<file path="config.mk">
export PLATFORM = sky130hd
export DESIGN_NAME = hpc_port_control
export DESIGN_NICKNAME = d
export VERILOG_FILES = /design/src/rtl/hpc_pkg.sv /design/src/rtl/hpc_port_control.sv
export SDC_FILE = /design/constraint.sdc
export NUM_CORES = 1
export LEC_CHECK = 0
export ABC_AREA = 1
export BUFFER_PORTS_ARGS = -buffer_cell sky130_fd_sc_hd__buf_2
export CORE_UTILIZATION = 50
export DETAILED_ROUTE_END_ITERATION = 16
export GPL_ROUTABILITY_DRIVEN = 0
export GPL_TIMING_DRIVEN = 0
export PLACE_DENSITY = 0.77
export RECOVER_POWER = 50
export SYNTH_ARGS = -nofsm -noshare
export SYNTH_HDL_FRONTEND = slang
export SYNTH_SLANG_ARGS = --single-unit
</file>
<file path="constraint.sdc">
create_clock -name i_clk_sys -period 1.65 [get_ports i_clk_sys]
set_input_delay 0.165 -clock i_clk_sys [delete_from_list [all_inputs] [get_ports i_clk_sys]]
set_output_delay 0.165 -clock i_clk_sys [all_outputs]
set_load 0.02 [all_outputs]
</file>
<file path="src/rtl/hpc_pkg.sv">
//----------------------------------------------------------------------
// Package
//----------------------------------------------------------------------
// Purpose: Constants and types for the host port control logic
// Assumes: 25 MHz system clock
// Notes:   CPU offsets are byte addresses
package hpc_pkg;

	// CPU-side register offsets
	localparam logic [7:0]  HPC_OFS_CTRL   = 8'h30;
	localparam logic [7:0]  HPC_OFS_ADDR_W = 8'h34;
	localparam logic [7:0]  HPC_OFS_ADDR_R = 8'h38;

	// Control register field positions
	localparam int          HPC_BIT_ORDER  = 0;
	localparam int          HPC_BIT_H2C    = 1;
	localparam int          HPC_BIT_C2H    = 2;
	localparam int          HPC_BIT_RDY    = 3;
	localparam int          HPC_BIT_FETCH  = 4;
	localparam int          HPC_BIT_SRST   = 7;
	localparam int          HPC_BIT_OSTAT  = 8;
	localparam int          HPC_BIT_DUAL   = 9;
	localparam int          HPC_BIT_ARWSEL = 11;

	// Reset values
	localparam logic [31:0] HPC_ADDR_RST   = 32'h0000_0000;
	localparam logic [31:0] HPC_ZERO_WORD  = 32'h0000_0000;
	localparam logic [15:0] HPC_ZERO_HALF  = 16'h0000;

	// FIFO flush pulse length
	localparam int          HPC_CLK_NS     = 40;
	localparam int          HPC_FLUSH_NS   = 160;
	localparam int          HPC_FLUSH_CYC  = (HPC_FLUSH_NS + HPC_CLK_NS - 1) / HPC_CLK_NS;
	localparam logic [2:0]  HPC_FLUSH_LAST = 3'(HPC_FLUSH_CYC - 1);

	typedef enum logic [1:0] {
		HPC_CYC_CTRL = 2'h0,
		HPC_CYC_ADDR = 2'h1,
		HPC_CYC_DATA = 2'h2
	} hpc_cyc_t;

	typedef enum logic [1:0] {
		HPC_SR_IDLE  = 2'h0,
		HPC_SR_WAIT  = 2'h1,
		HPC_SR_FLUSH = 2'h2,
		HPC_SR_HOLD  = 2'h3
	} hpc_srst_t;

	typedef struct packed {
		logic        stb;
		hpc_cyc_t    cyc;
		logic        rd;
		logic        second;
		logic [15:0] wdata;
	} hpc_host_req_t;

	typedef struct packed {
		logic        sel;
		logic        wr;
		logic [7:0]  addr;
		logic [31:0] wdata;
	} hpc_cpu_req_t;

endpackage

</file>
<file path="src/rtl/hpc_port_control.sv">
// Purpose: Control/status bits and address registers of the host port
// Assumes: All inputs synchronous to i_clk_sys; host honours o_port_ready
// Notes:   Host side moves 16-bit halfwords, two per 32-bit host cycle
//
// Summary of operation
// [RULE1] Single address mode: host address write loads read and write address alike.
// [RULE2] Single address mode: each autoincrement advances both address registers.
// [RULE3] Single address mode: host address read returns the read address register.
// [RULE4] Dual address mode: separate read and write address registers seen by host.
// [RULE5] Bit 8 always mirrors the halfword order setting.
// [RULE6] Host reads of soft reset bit always return zero.
// [RULE7] After CPU sets soft reset, CPU reads zero until FIFO reset completes.
// [RULE8] CPU writing zero before reset completes does not abort it.
// [RULE9] CPU writing one to soft reset resets both FIFOs and their control.
// [RULE10] An active host cycle finishes before the FIFO reset begins.
// [RULE11] Ready output held not-ready while soft reset bit is one.
// [RULE12] CPU must write zero to soft reset to resume host accesses.
// [RULE13] Reserved bits 6-5 written zero by host, kept zero against CPU.
// [RULE14] Prefetch command bit always reads zero for host and CPU.
// [RULE15] Host writing one to prefetch bit starts a fetch into read FIFO.
// [RULE16] Host read of ready flag shows internal ready state.
// [RULE17] CPU reads of ready flag always return zero.
// [RULE18] Ready flag comes from internal ready, not from the ready pin.
// [RULE19] CPU writing one raises CPU-to-host interrupt; held until host clears.
// [RULE20] Host writing one to CPU-to-host interrupt bit clears it.
// [RULE21] Writing zero to CPU-to-host interrupt bit changes nothing.
// [RULE22] Host-to-CPU flag: host sets it, only CPU clears it.
// [RULE23] Host writing one raises host-to-CPU interrupt; held until CPU clears.
// [RULE24] CPU writing one clears host-to-CPU flag; zero writes do nothing.
// [RULE25] Order zero: first halfword most significant; one: least significant.
// [RULE26] Simultaneous set and clear of an interrupt flag: set wins.
`timescale 1ns/100ps
module hpc_port_control (
	input  wire logic                  i_clk_sys,    // System clock
	input  wire logic                  i_rst_b,      // Sync reset, active low
	input  wire logic                  i_boot_sel,   // Host boot strap
	input  wire hpc_pkg::hpc_host_req_t i_host_req,  // Host halfword request
	output logic [15:0]                o_host_rdata, // Host read halfword
	output logic                       o_port_ready, // Ready pin level
	output logic                       o_host_irq,   // CPU-to-host interrupt
	input  wire hpc_pkg::hpc_cpu_req_t i_cpu_req,    // CPU register request
	output logic [31:0]                o_cpu_rdata,  // CPU read data
	output logic                       o_cpu_irq,    // Host-to-CPU interrupt
	input  wire logic                  i_dp_ready,   // Datapath ready
	input  wire logic                  i_dp_busy,    // Datapath cycle active
	input  wire logic [31:0]           i_dp_rdata,   // Read FIFO head word
	input  wire logic                  i_inc_rd,     // Read address step
	input  wire logic                  i_inc_wr,     // Write address step
	output logic                       o_dp_rd,      // Pop read FIFO
	output logic                       o_dp_wr,      // Push write FIFO
	output logic [31:0]                o_dp_wdata,   // Write FIFO word
	output logic                       o_fetch,      // Prefetch start pulse
	output logic                       o_fifo_rst,   // FIFO reset level
	output logic [31:0]                o_addr_rd,    // Read address
	output logic [31:0]                o_addr_wr     // Write address
);
	import hpc_pkg::*;

	//----------------------------------------------------------------------
	// State
	//----------------------------------------------------------------------
	logic        dual_mode;
	logic        arwsel;
	logic        hw_order;
	logic        srst_bit;
	hpc_srst_t   srst_st;
	logic [2:0]  flush_cnt;
	logic        first_seen;
	logic [15:0] hold_half;
	logic [31:0] rd_word;
	logic        int_rdy;
	logic        host_busy;
	logic        host_acc;
	logic        host_wr_done;
	logic        host_rd_first;
	logic [31:0] host_word;
	logic [31:0] host_ctrl_word;
	logic [31:0] cpu_ctrl_word;
	logic        cpu_ctrl_wr;
	logic        host_ctrl_wr;
	logic        host_addr_wr;
	logic        c2h_set;
	logic        c2h_clr;
	logic        h2c_set;
	logic        h2c_clr;
	hpc_srst_t   next_srst_st;

	// Picks the half of a word that goes out first or second
	function automatic logic [15:0] pick_half(input logic [31:0] w, input logic low);
		pick_half = low ? w[15:0] : w[31:16];
	endfunction

	//----------------------------------------------------------------------
	// Host access decode
	//----------------------------------------------------------------------
	assign host_acc      = i_host_req.stb && (srst_st != HPC_SR_FLUSH)
		&& (srst_st != HPC_SR_HOLD);
	assign host_wr_done  = host_acc && !i_host_req.rd && i_host_req.second && first_seen;
	assign host_rd_first = host_acc && i_host_req.rd && !i_host_req.second;
	assign host_ctrl_wr  = host_wr_done && (i_host_req.cyc == HPC_CYC_CTRL);
	assign host_addr_wr  = host_wr_done && (i_host_req.cyc == HPC_CYC_ADDR);
	assign host_busy     = first_seen || i_dp_busy;
	assign cpu_ctrl_wr   = i_cpu_req.sel && i_cpu_req.wr && (i_cpu_req.addr == HPC_OFS_CTRL);

	// Assembled host word
	always_comb begin
		if (hw_order) begin
			host_word = {i_host_req.wdata, hold_half};                // [RULE25]
		end else begin
			host_word = {hold_half, i_host_req.wdata};                // [RULE25]
		end
	end

	always_ff @(posedge i_clk_sys) begin
		if (!i_rst_b) begin
			first_seen <= 1'b0;
			hold_half  <= HPC_ZERO_HALF;
		end else if (host_acc && !i_host_req.second) begin
			first_seen <= 1'b1;
			hold_half  <= i_host_req.wdata;
		end else if (host_acc) begin
			first_seen <= 1'b0;
		end
	end

	//----------------------------------------------------------------------
	// Host-owned configuration
	//----------------------------------------------------------------------
	always_ff @(posedge i_clk_sys) begin
		if (!i_rst_b) begin
			dual_mode <= 1'b0;
			arwsel    <= 1'b0;
			hw_order  <= 1'b0;
		end else if (host_ctrl_wr) begin
			dual_mode <= host_word[HPC_BIT_DUAL];
			arwsel    <= host_word[HPC_BIT_ARWSEL];
			hw_order  <= host_word[HPC_BIT_ORDER];
		end
	end

	always_ff @(posedge i_clk_sys) begin
		if (!i_rst_b) begin
			o_fetch <= 1'b0;
		end else begin
			o_fetch <= host_ctrl_wr && host_word[HPC_BIT_FETCH];      // [RULE15]
		end
	end

	//----------------------------------------------------------------------
	// Address registers
	//----------------------------------------------------------------------
	always_ff @(posedge i_clk_sys) begin
		if (!i_rst_b) begin
			o_addr_rd <= HPC_ADDR_RST;
		end else if (host_addr_wr && (!dual_mode || arwsel)) begin
			o_addr_rd <= host_word;                                   // [RULE1] [RULE4]
		end else if (i_inc_rd || (!dual_mode && i_inc_wr)) begin
			o_addr_rd <= o_addr_rd + 32'h0000_0001;                   // [RULE2]
		end
	end

	always_ff @(posedge i_clk_sys) begin
		if (!i_rst_b) begin
			o_addr_wr <= HPC_ADDR_RST;
		end else if (host_addr_wr && (!dual_mode || !arwsel)) begin
			o_addr_wr <= host_word;                                   // [RULE1] [RULE4]
		end else if (i_inc_wr || (!dual_mode && i_inc_rd)) begin
			o_addr_wr <= o_addr_wr + 32'h0000_0001;                   // [RULE2]
		end
	end

	//----------------------------------------------------------------------
	// Soft reset sequence
	//----------------------------------------------------------------------
	always_ff @(posedge i_clk_sys) begin
		if (!i_rst_b) begin
			srst_bit <= !i_boot_sel;
		end else if (cpu_ctrl_wr && i_cpu_req.wdata[HPC_BIT_SRST]) begin
			srst_bit <= 1'b1;
		end else if (cpu_ctrl_wr && (srst_st == HPC_SR_HOLD)) begin
			srst_bit <= 1'b0;                                         // [RULE8] [RULE12]
		end
	end

	always_comb begin
		next_srst_st = srst_st;
		unique case (srst_st)
			HPC_SR_IDLE: begin
				if (srst_bit) begin
					next_srst_st = HPC_SR_WAIT;
				end
			end
			HPC_SR_WAIT: begin
				if (!host_busy) begin
					next_srst_st = HPC_SR_FLUSH;                          // [RULE10]
				end
			end
			HPC_SR_FLUSH: begin
				if (flush_cnt == HPC_FLUSH_LAST) begin
					next_srst_st = HPC_SR_HOLD;
				end
			end
			HPC_SR_HOLD: begin
				if (!srst_bit) begin
					next_srst_st = HPC_SR_IDLE;
				end
			end
		endcase
	end

	always_ff @(posedge i_clk_sys) begin
		if (!i_rst_b) begin
			srst_st <= i_boot_sel ? HPC_SR_IDLE : HPC_SR_WAIT;
		end else begin
			srst_st <= next_srst_st;
		end
	end

	always_ff @(posedge i_clk_sys) begin
		if (!i_rst_b || (srst_st != HPC_SR_FLUSH)) begin
			flush_cnt <= 3'h0;
		end else begin
			flush_cnt <= flush_cnt + 3'h1;
		end
	end

	assign o_fifo_rst = (srst_st == HPC_SR_FLUSH);                    // [RULE9]

	//----------------------------------------------------------------------
	// Ready
	//----------------------------------------------------------------------
	assign int_rdy      = i_dp_ready && (srst_st == HPC_SR_IDLE);
	assign o_port_ready = int_rdy && !srst_bit;                       // [RULE11]

	//----------------------------------------------------------------------
	// Interrupt flags
	//----------------------------------------------------------------------
	assign c2h_set = cpu_ctrl_wr && i_cpu_req.wdata[HPC_BIT_C2H];     // [RULE19]
	assign c2h_clr = host_ctrl_wr && host_word[HPC_BIT_C2H];          // [RULE20] [RULE21]
	assign h2c_set = host_ctrl_wr && host_word[HPC_BIT_H2C];          // [RULE22] [RULE23]
	assign h2c_clr = cpu_ctrl_wr && i_cpu_req.wdata[HPC_BIT_H2C];     // [RULE24]

	always_ff @(posedge i_clk_sys) begin
		if (!i_rst_b) begin
			o_host_irq <= 1'b0;
		end else if (c2h_set) begin
			o_host_irq <= 1'b1;                                       // [RULE26]
		end else if (c2h_clr) begin
			o_host_irq <= 1'b0;
		end
	end

	always_ff @(posedge i_clk_sys) begin
		if (!i_rst_b) begin
			o_cpu_irq <= 1'b0;
		end else if (h2c_set) begin
			o_cpu_irq <= 1'b1;                                        // [RULE26]
		end else if (h2c_clr) begin
			o_cpu_irq <= 1'b0;
		end
	end

	//----------------------------------------------------------------------
	// Read views of the control register
	//----------------------------------------------------------------------
	always_comb begin
		host_ctrl_word                 = HPC_ZERO_WORD;               // [RULE13] [RULE14] [RULE6]
		host_ctrl_word[HPC_BIT_ARWSEL] = arwsel;
		host_ctrl_word[HPC_BIT_DUAL]   = dual_mode;
		host_ctrl_word[HPC_BIT_OSTAT]  = hw_order;                    // [RULE5]
		host_ctrl_word[HPC_BIT_RDY]    = int_rdy;                     // [RULE16] [RULE18]
		host_ctrl_word[HPC_BIT_C2H]    = o_host_irq;
		host_ctrl_word[HPC_BIT_H2C]    = o_cpu_irq;
		host_ctrl_word[HPC_BIT_ORDER]  = hw_order;
		host_ctrl_word[31:16]          = host_ctrl_word[15:0];
	end

	always_comb begin
		cpu_ctrl_word                = host_ctrl_word;
		cpu_ctrl_word[31:16]         = HPC_ZERO_HALF;
		cpu_ctrl_word[HPC_BIT_RDY]   = 1'b0;                          // [RULE17]
		cpu_ctrl_word[HPC_BIT_SRST]  = srst_bit && (srst_st == HPC_SR_HOLD); // [RULE7]
	end

	//----------------------------------------------------------------------
	// Host read path and datapath strobes
	//----------------------------------------------------------------------
	always_ff @(posedge i_clk_sys) begin
		if (!i_rst_b) begin
			rd_word      <= HPC_ZERO_WORD;
			o_host_rdata <= HPC_ZERO_HALF;
		end else if (host_rd_first) begin
			unique case (i_host_req.cyc)
				HPC_CYC_CTRL: begin
					rd_word      <= host_ctrl_word;
					o_host_rdata <= pick_half(host_ctrl_word, hw_order);
				end
				HPC_CYC_ADDR: begin
					rd_word      <= (dual_mode && !arwsel) ? o_addr_wr : o_addr_rd; // [RULE3]
					o_host_rdata <= pick_half((dual_mode && !arwsel) ? o_addr_wr : o_addr_rd,
						hw_order);
				end
				HPC_CYC_DATA: begin
					rd_word      <= i_dp_rdata;
					o_host_rdata <= pick_half(i_dp_rdata, hw_order);  // [RULE25]
				end
				default: begin
					rd_word      <= HPC_ZERO_WORD;
					o_host_rdata <= HPC_ZERO_HALF;
				end
			endcase
		end else if (host_acc && i_host_req.rd) begin
			o_host_rdata <= pick_half(rd_word, !hw_order);
		end
	end

	always_ff @(posedge i_clk_sys) begin
		if (!i_rst_b) begin
			o_dp_rd    <= 1'b0;
			o_dp_wr    <= 1'b0;
			o_dp_wdata <= HPC_ZERO_WORD;
		end else begin
			o_dp_rd <= host_rd_first && (i_host_req.cyc == HPC_CYC_DATA);
			o_dp_wr <= host_wr_done && (i_host_req.cyc == HPC_CYC_DATA);
			if (host_wr_done) begin
				o_dp_wdata <= host_word;
			end
		end
	end

	//----------------------------------------------------------------------
	// CPU read port
	//----------------------------------------------------------------------
	always_ff @(posedge i_clk_sys) begin
		if (!i_rst_b) begin
			o_cpu_rdata <= HPC_ZERO_WORD;
		end else if (i_cpu_req.sel && !i_cpu_req.wr) begin
			unique case (i_cpu_req.addr)
				HPC_OFS_CTRL:   o_cpu_rdata <= cpu_ctrl_word;
				HPC_OFS_ADDR_W: o_cpu_rdata <= o_addr_wr;
				HPC_OFS_ADDR_R: o_cpu_rdata <= o_addr_rd;
				default:        o_cpu_rdata <= HPC_ZERO_WORD;
			endcase
		end
	end
endmodule

</file>
==> impl_metrics.ini <==
[cts]
cts_root_buf = clkbuf_16
worstSkewPairLatency_ns = 0.54
clk_pin_slew_worst_paths_ns = 0.07
numCtsBuffers = 23
cts_tree = done
cts_buffer_depth = 3
cts.htree.levels = 1
cts.sinks = 207

[synth]
synth_cell_types = 41
synth_area_leaders = dfxtp_1 (34%), nand2_1 (18%), o21ai_0 (7.6%)
syn-num-nets = 2018
ys_warn_count = 0
synth_cells = 1908
synth.avg_cell_area_um2 = 6.228
synthesis.area_mm2 = 0.01188
ys_seq_area_frac = 0.3513
synth.top_cell.area_share = 0.3437
ys_ff_latch = 207
synth_area_leader_cell = dfxtp_1

[sta]
period_share = 1.331
finalMaxSlewViolations = 0
finalHoldViolCount = 0
tightest_slew_ns = 1.040
slew-limit-headroom = 0.3067
rsz0062_at_grt = yes
period_needed_ns = 2.196
setup_slack_ns = -0.5459
finalSetupTns_ns = -55.08
finClkSkew_ns = 0.02346
setup_viol = 172
fmax_ghz = 0.4554

[critical_path]
cp_cell_sequence = ha_4, inv_4, nand2_4, nor2_4, buf_6, inv_6, nor2_4, nand2_8, a21oi_4, nand3_2, a21oi_2
max_stage_delay_ns = 0.46
endpoint_kind = flop
critPathBufInv = 3
cp_max_fo = 5
cpMostUsedCell = nor2_4
slowest_stage = edfxtp_1
cp-start-kind = flop
r2r_slack_ns = -0.55
worst-setup-path-type = flop to flop
required_ns = 2.10
cp.arrival_ns = 2.64
r2r_end = o_host_rdata[5]
r2r-start = srst_st[1]
worstRegToRegCells = 11
crit_family = simple AND/OR/NAND/NOR gates

[layout]
n_antenna_cell = 0
final_nets = 2339
layoutNonFillerInstCount = 2565
final_cell_mix = nand2_1 (535), dfxtp_1 (200), nor2_1 (198)
syn_to_final_growth_pct = 33.72
final_common_cell = nand2_1
drive_above_1_share = 0.2030

[global_routing]
grt_antenna_before_repair = 0
grt_pass1_vias = 13850
overflow = 0
grt_use_total = 0.4230
grt_start_max_net_pins = 15
grt_first_pass_wirelength_um = 78220

[run_status]
status = finished with violations
violations = negative setup slack

[worst_hold_path]
whs_path_depth = 5
hold_path_end = rd_word[21]
hp-class = primary input to flop
min_from = i_dp_rdata[21]

[die]
die_h_um = 156.2
fp.coreArea_mm2 = 0.02340
die_area_mm2 = 0.02439
pin_count = 253
die_w_um = 156.2
rows = 56
initial_core_util = 0.5078

[power]
power_uw = 14070
ir_drop_uv = 831.6
powerDensity_mw_per_mm2 = 885.8
p_leak_uw = 0.006425

[detailed_routing]
vias_per_cell = 6.083
drtPass1Iterations = 7
initialDrtViolationCount = 2174
drc = 0
wl_per_cell_um = 21.12
dr_total_vias = 15600
antenna_left = 0
wl_um = 54180

[place]
dp.cells = 2449
hpwl_um = 38220
pre_cts_ws_ns = -0.4681
port_buffers = 222

[run]
drv_cap = 0
[cells in the mapped netlist, drive strengths merged]
cell and count:
a31oi 16, xnor2 2, nor3 18, clkbuf 51, nand3 151, and3 1, o21bai 5, o22ai 23
nor4 1, o31ai 1, clkinv 2, a21oi 145, inv 176, nor3b 1, o21a 11, o21ai 185
edfxtp 3, ha 8, dfxtp 204, buf 49, o211ai 29, nor2 213, xor2 5, or2 10
nand2 564, nand4 12, a211oi 22
[routing by layer]
| metal | global-route usage | part of all wire | wire (um) | vias to the layer above |
|---|---|---|---|---|
| li1 | - | - | - | 6924 |
| met1 | 0.5270 | 0.35 | 18700 | 6996 |
| met2 | 0.6380 | 0.42 | 22530 | 1347 |
| met3 | 0.1078 | 0.15 | 8253 | 337 |
| met4 | 0.2960 | 0.087 | 4692 | 0 |
| met5 | 0 | 0 | 0 | - |
[final cells by class]
cell class	count	area, um^2
Multi-Input combinational cell	1423	7218
Sequential cell	207	4179
Fill cell	2090	7513
Buffer	100	747.0
Tap cell	319	399.1
Clock inverter	11	142.6
Timing Repair Buffer	296	1864
Clock buffer	31	625.6
Inverter	178	713.2
[registers in the layout (all words and copies together), names as in the netlist]
register      flops
first_seen        1
srst_bit          1
o_fetch           1
o_addr_wr        32
o_dp_wdata       32
hold_half        16
o_host_rdata     16
hw_order          1
arwsel            1
dual_mode         1
o_dp_wr           1
flush_cnt         3
o_dp_rd           1
o_cpu_rdata      32
rd_word          32
o_addr_rd        32
srst_st           2
o_host_irq        1
o_cpu_irq         1
[where the power goes]
group | switching, uW | leakage, uW | internal [uW] | total, uW
sequential | 255 | 0.00169 | 5310 | 5570
combinational | 1990 | 0.00437 | 1120 | 3110
clock | 2250 | 0.000368 | 3140 | 5390
[worst reg2reg max path: cells and delay by family, from the launching register on]
| kind | cells | cell delay, ns |
|---|---|---|
| AND/OR/NAND/NOR | 5 | 0.73 |
| AO/OA/AOI/OAI | 2 | 0.47 |
| flip-flops | 1 | 0.46 |
| buffers and inverters | 3 | 0.24 |
| adder cells (fa/ha/maj) | 1 | 0.21 |
[how the worst max path moves through the flow]
stage                                  to  slack [ns]  cells after the start  startpoint
after floorplan               rd_word[11]       -0.06                     11  srst_st[1]
after global placement      o_dp_wdata[2]       -0.41                      8  srst_st[1]
after detailed placement    o_dp_wdata[2]       -0.47                      8  srst_st[1]
after CTS                 o_host_rdata[6]       -0.31                     10  srst_st[1]
after global routing      o_host_rdata[5]       -0.61                     11  srst_st[1]
final                     o_host_rdata[5]       -0.55                     11  srst_st[1]
[per-stage QoR]
step / utilization / cell area [um^2] / hold slack [ns]
global route: 0.6789 / 15890 / 0.06666
CTS: 0.6510 / 15240 / 0.01644
global placement: 0.5785 / 13540 / 0.4068
floorplan: - / 12030 / 0.3123
finish: 0.6789 / 15890 / 0.01901
detailed placement: 0.5785 / 13540 / 0.4167
[timing repair]
item / in CTS / in global routing
pin swaps: 24 / 39
gates cloned: 6 / 8
buffers inserted: 26 / 9
endpoints found under the hold margin: 26 / 0
endpoints found under the setup margin: 171 / 174
hold buffers: 25 / 0
gates resized for setup: 149 / 160
[kinds of logic after synthesis]
family                     share of synthesized area
AOI/OAI and AO/OA                             0.2045
buffers and inverters                        0.09424
adders and majority gates                   0.008424
xor gates and xnor gates                    0.005160
DFF                                           0.3513
and+or+nand+nor                               0.3364
(Power assumes the default switching activity.)
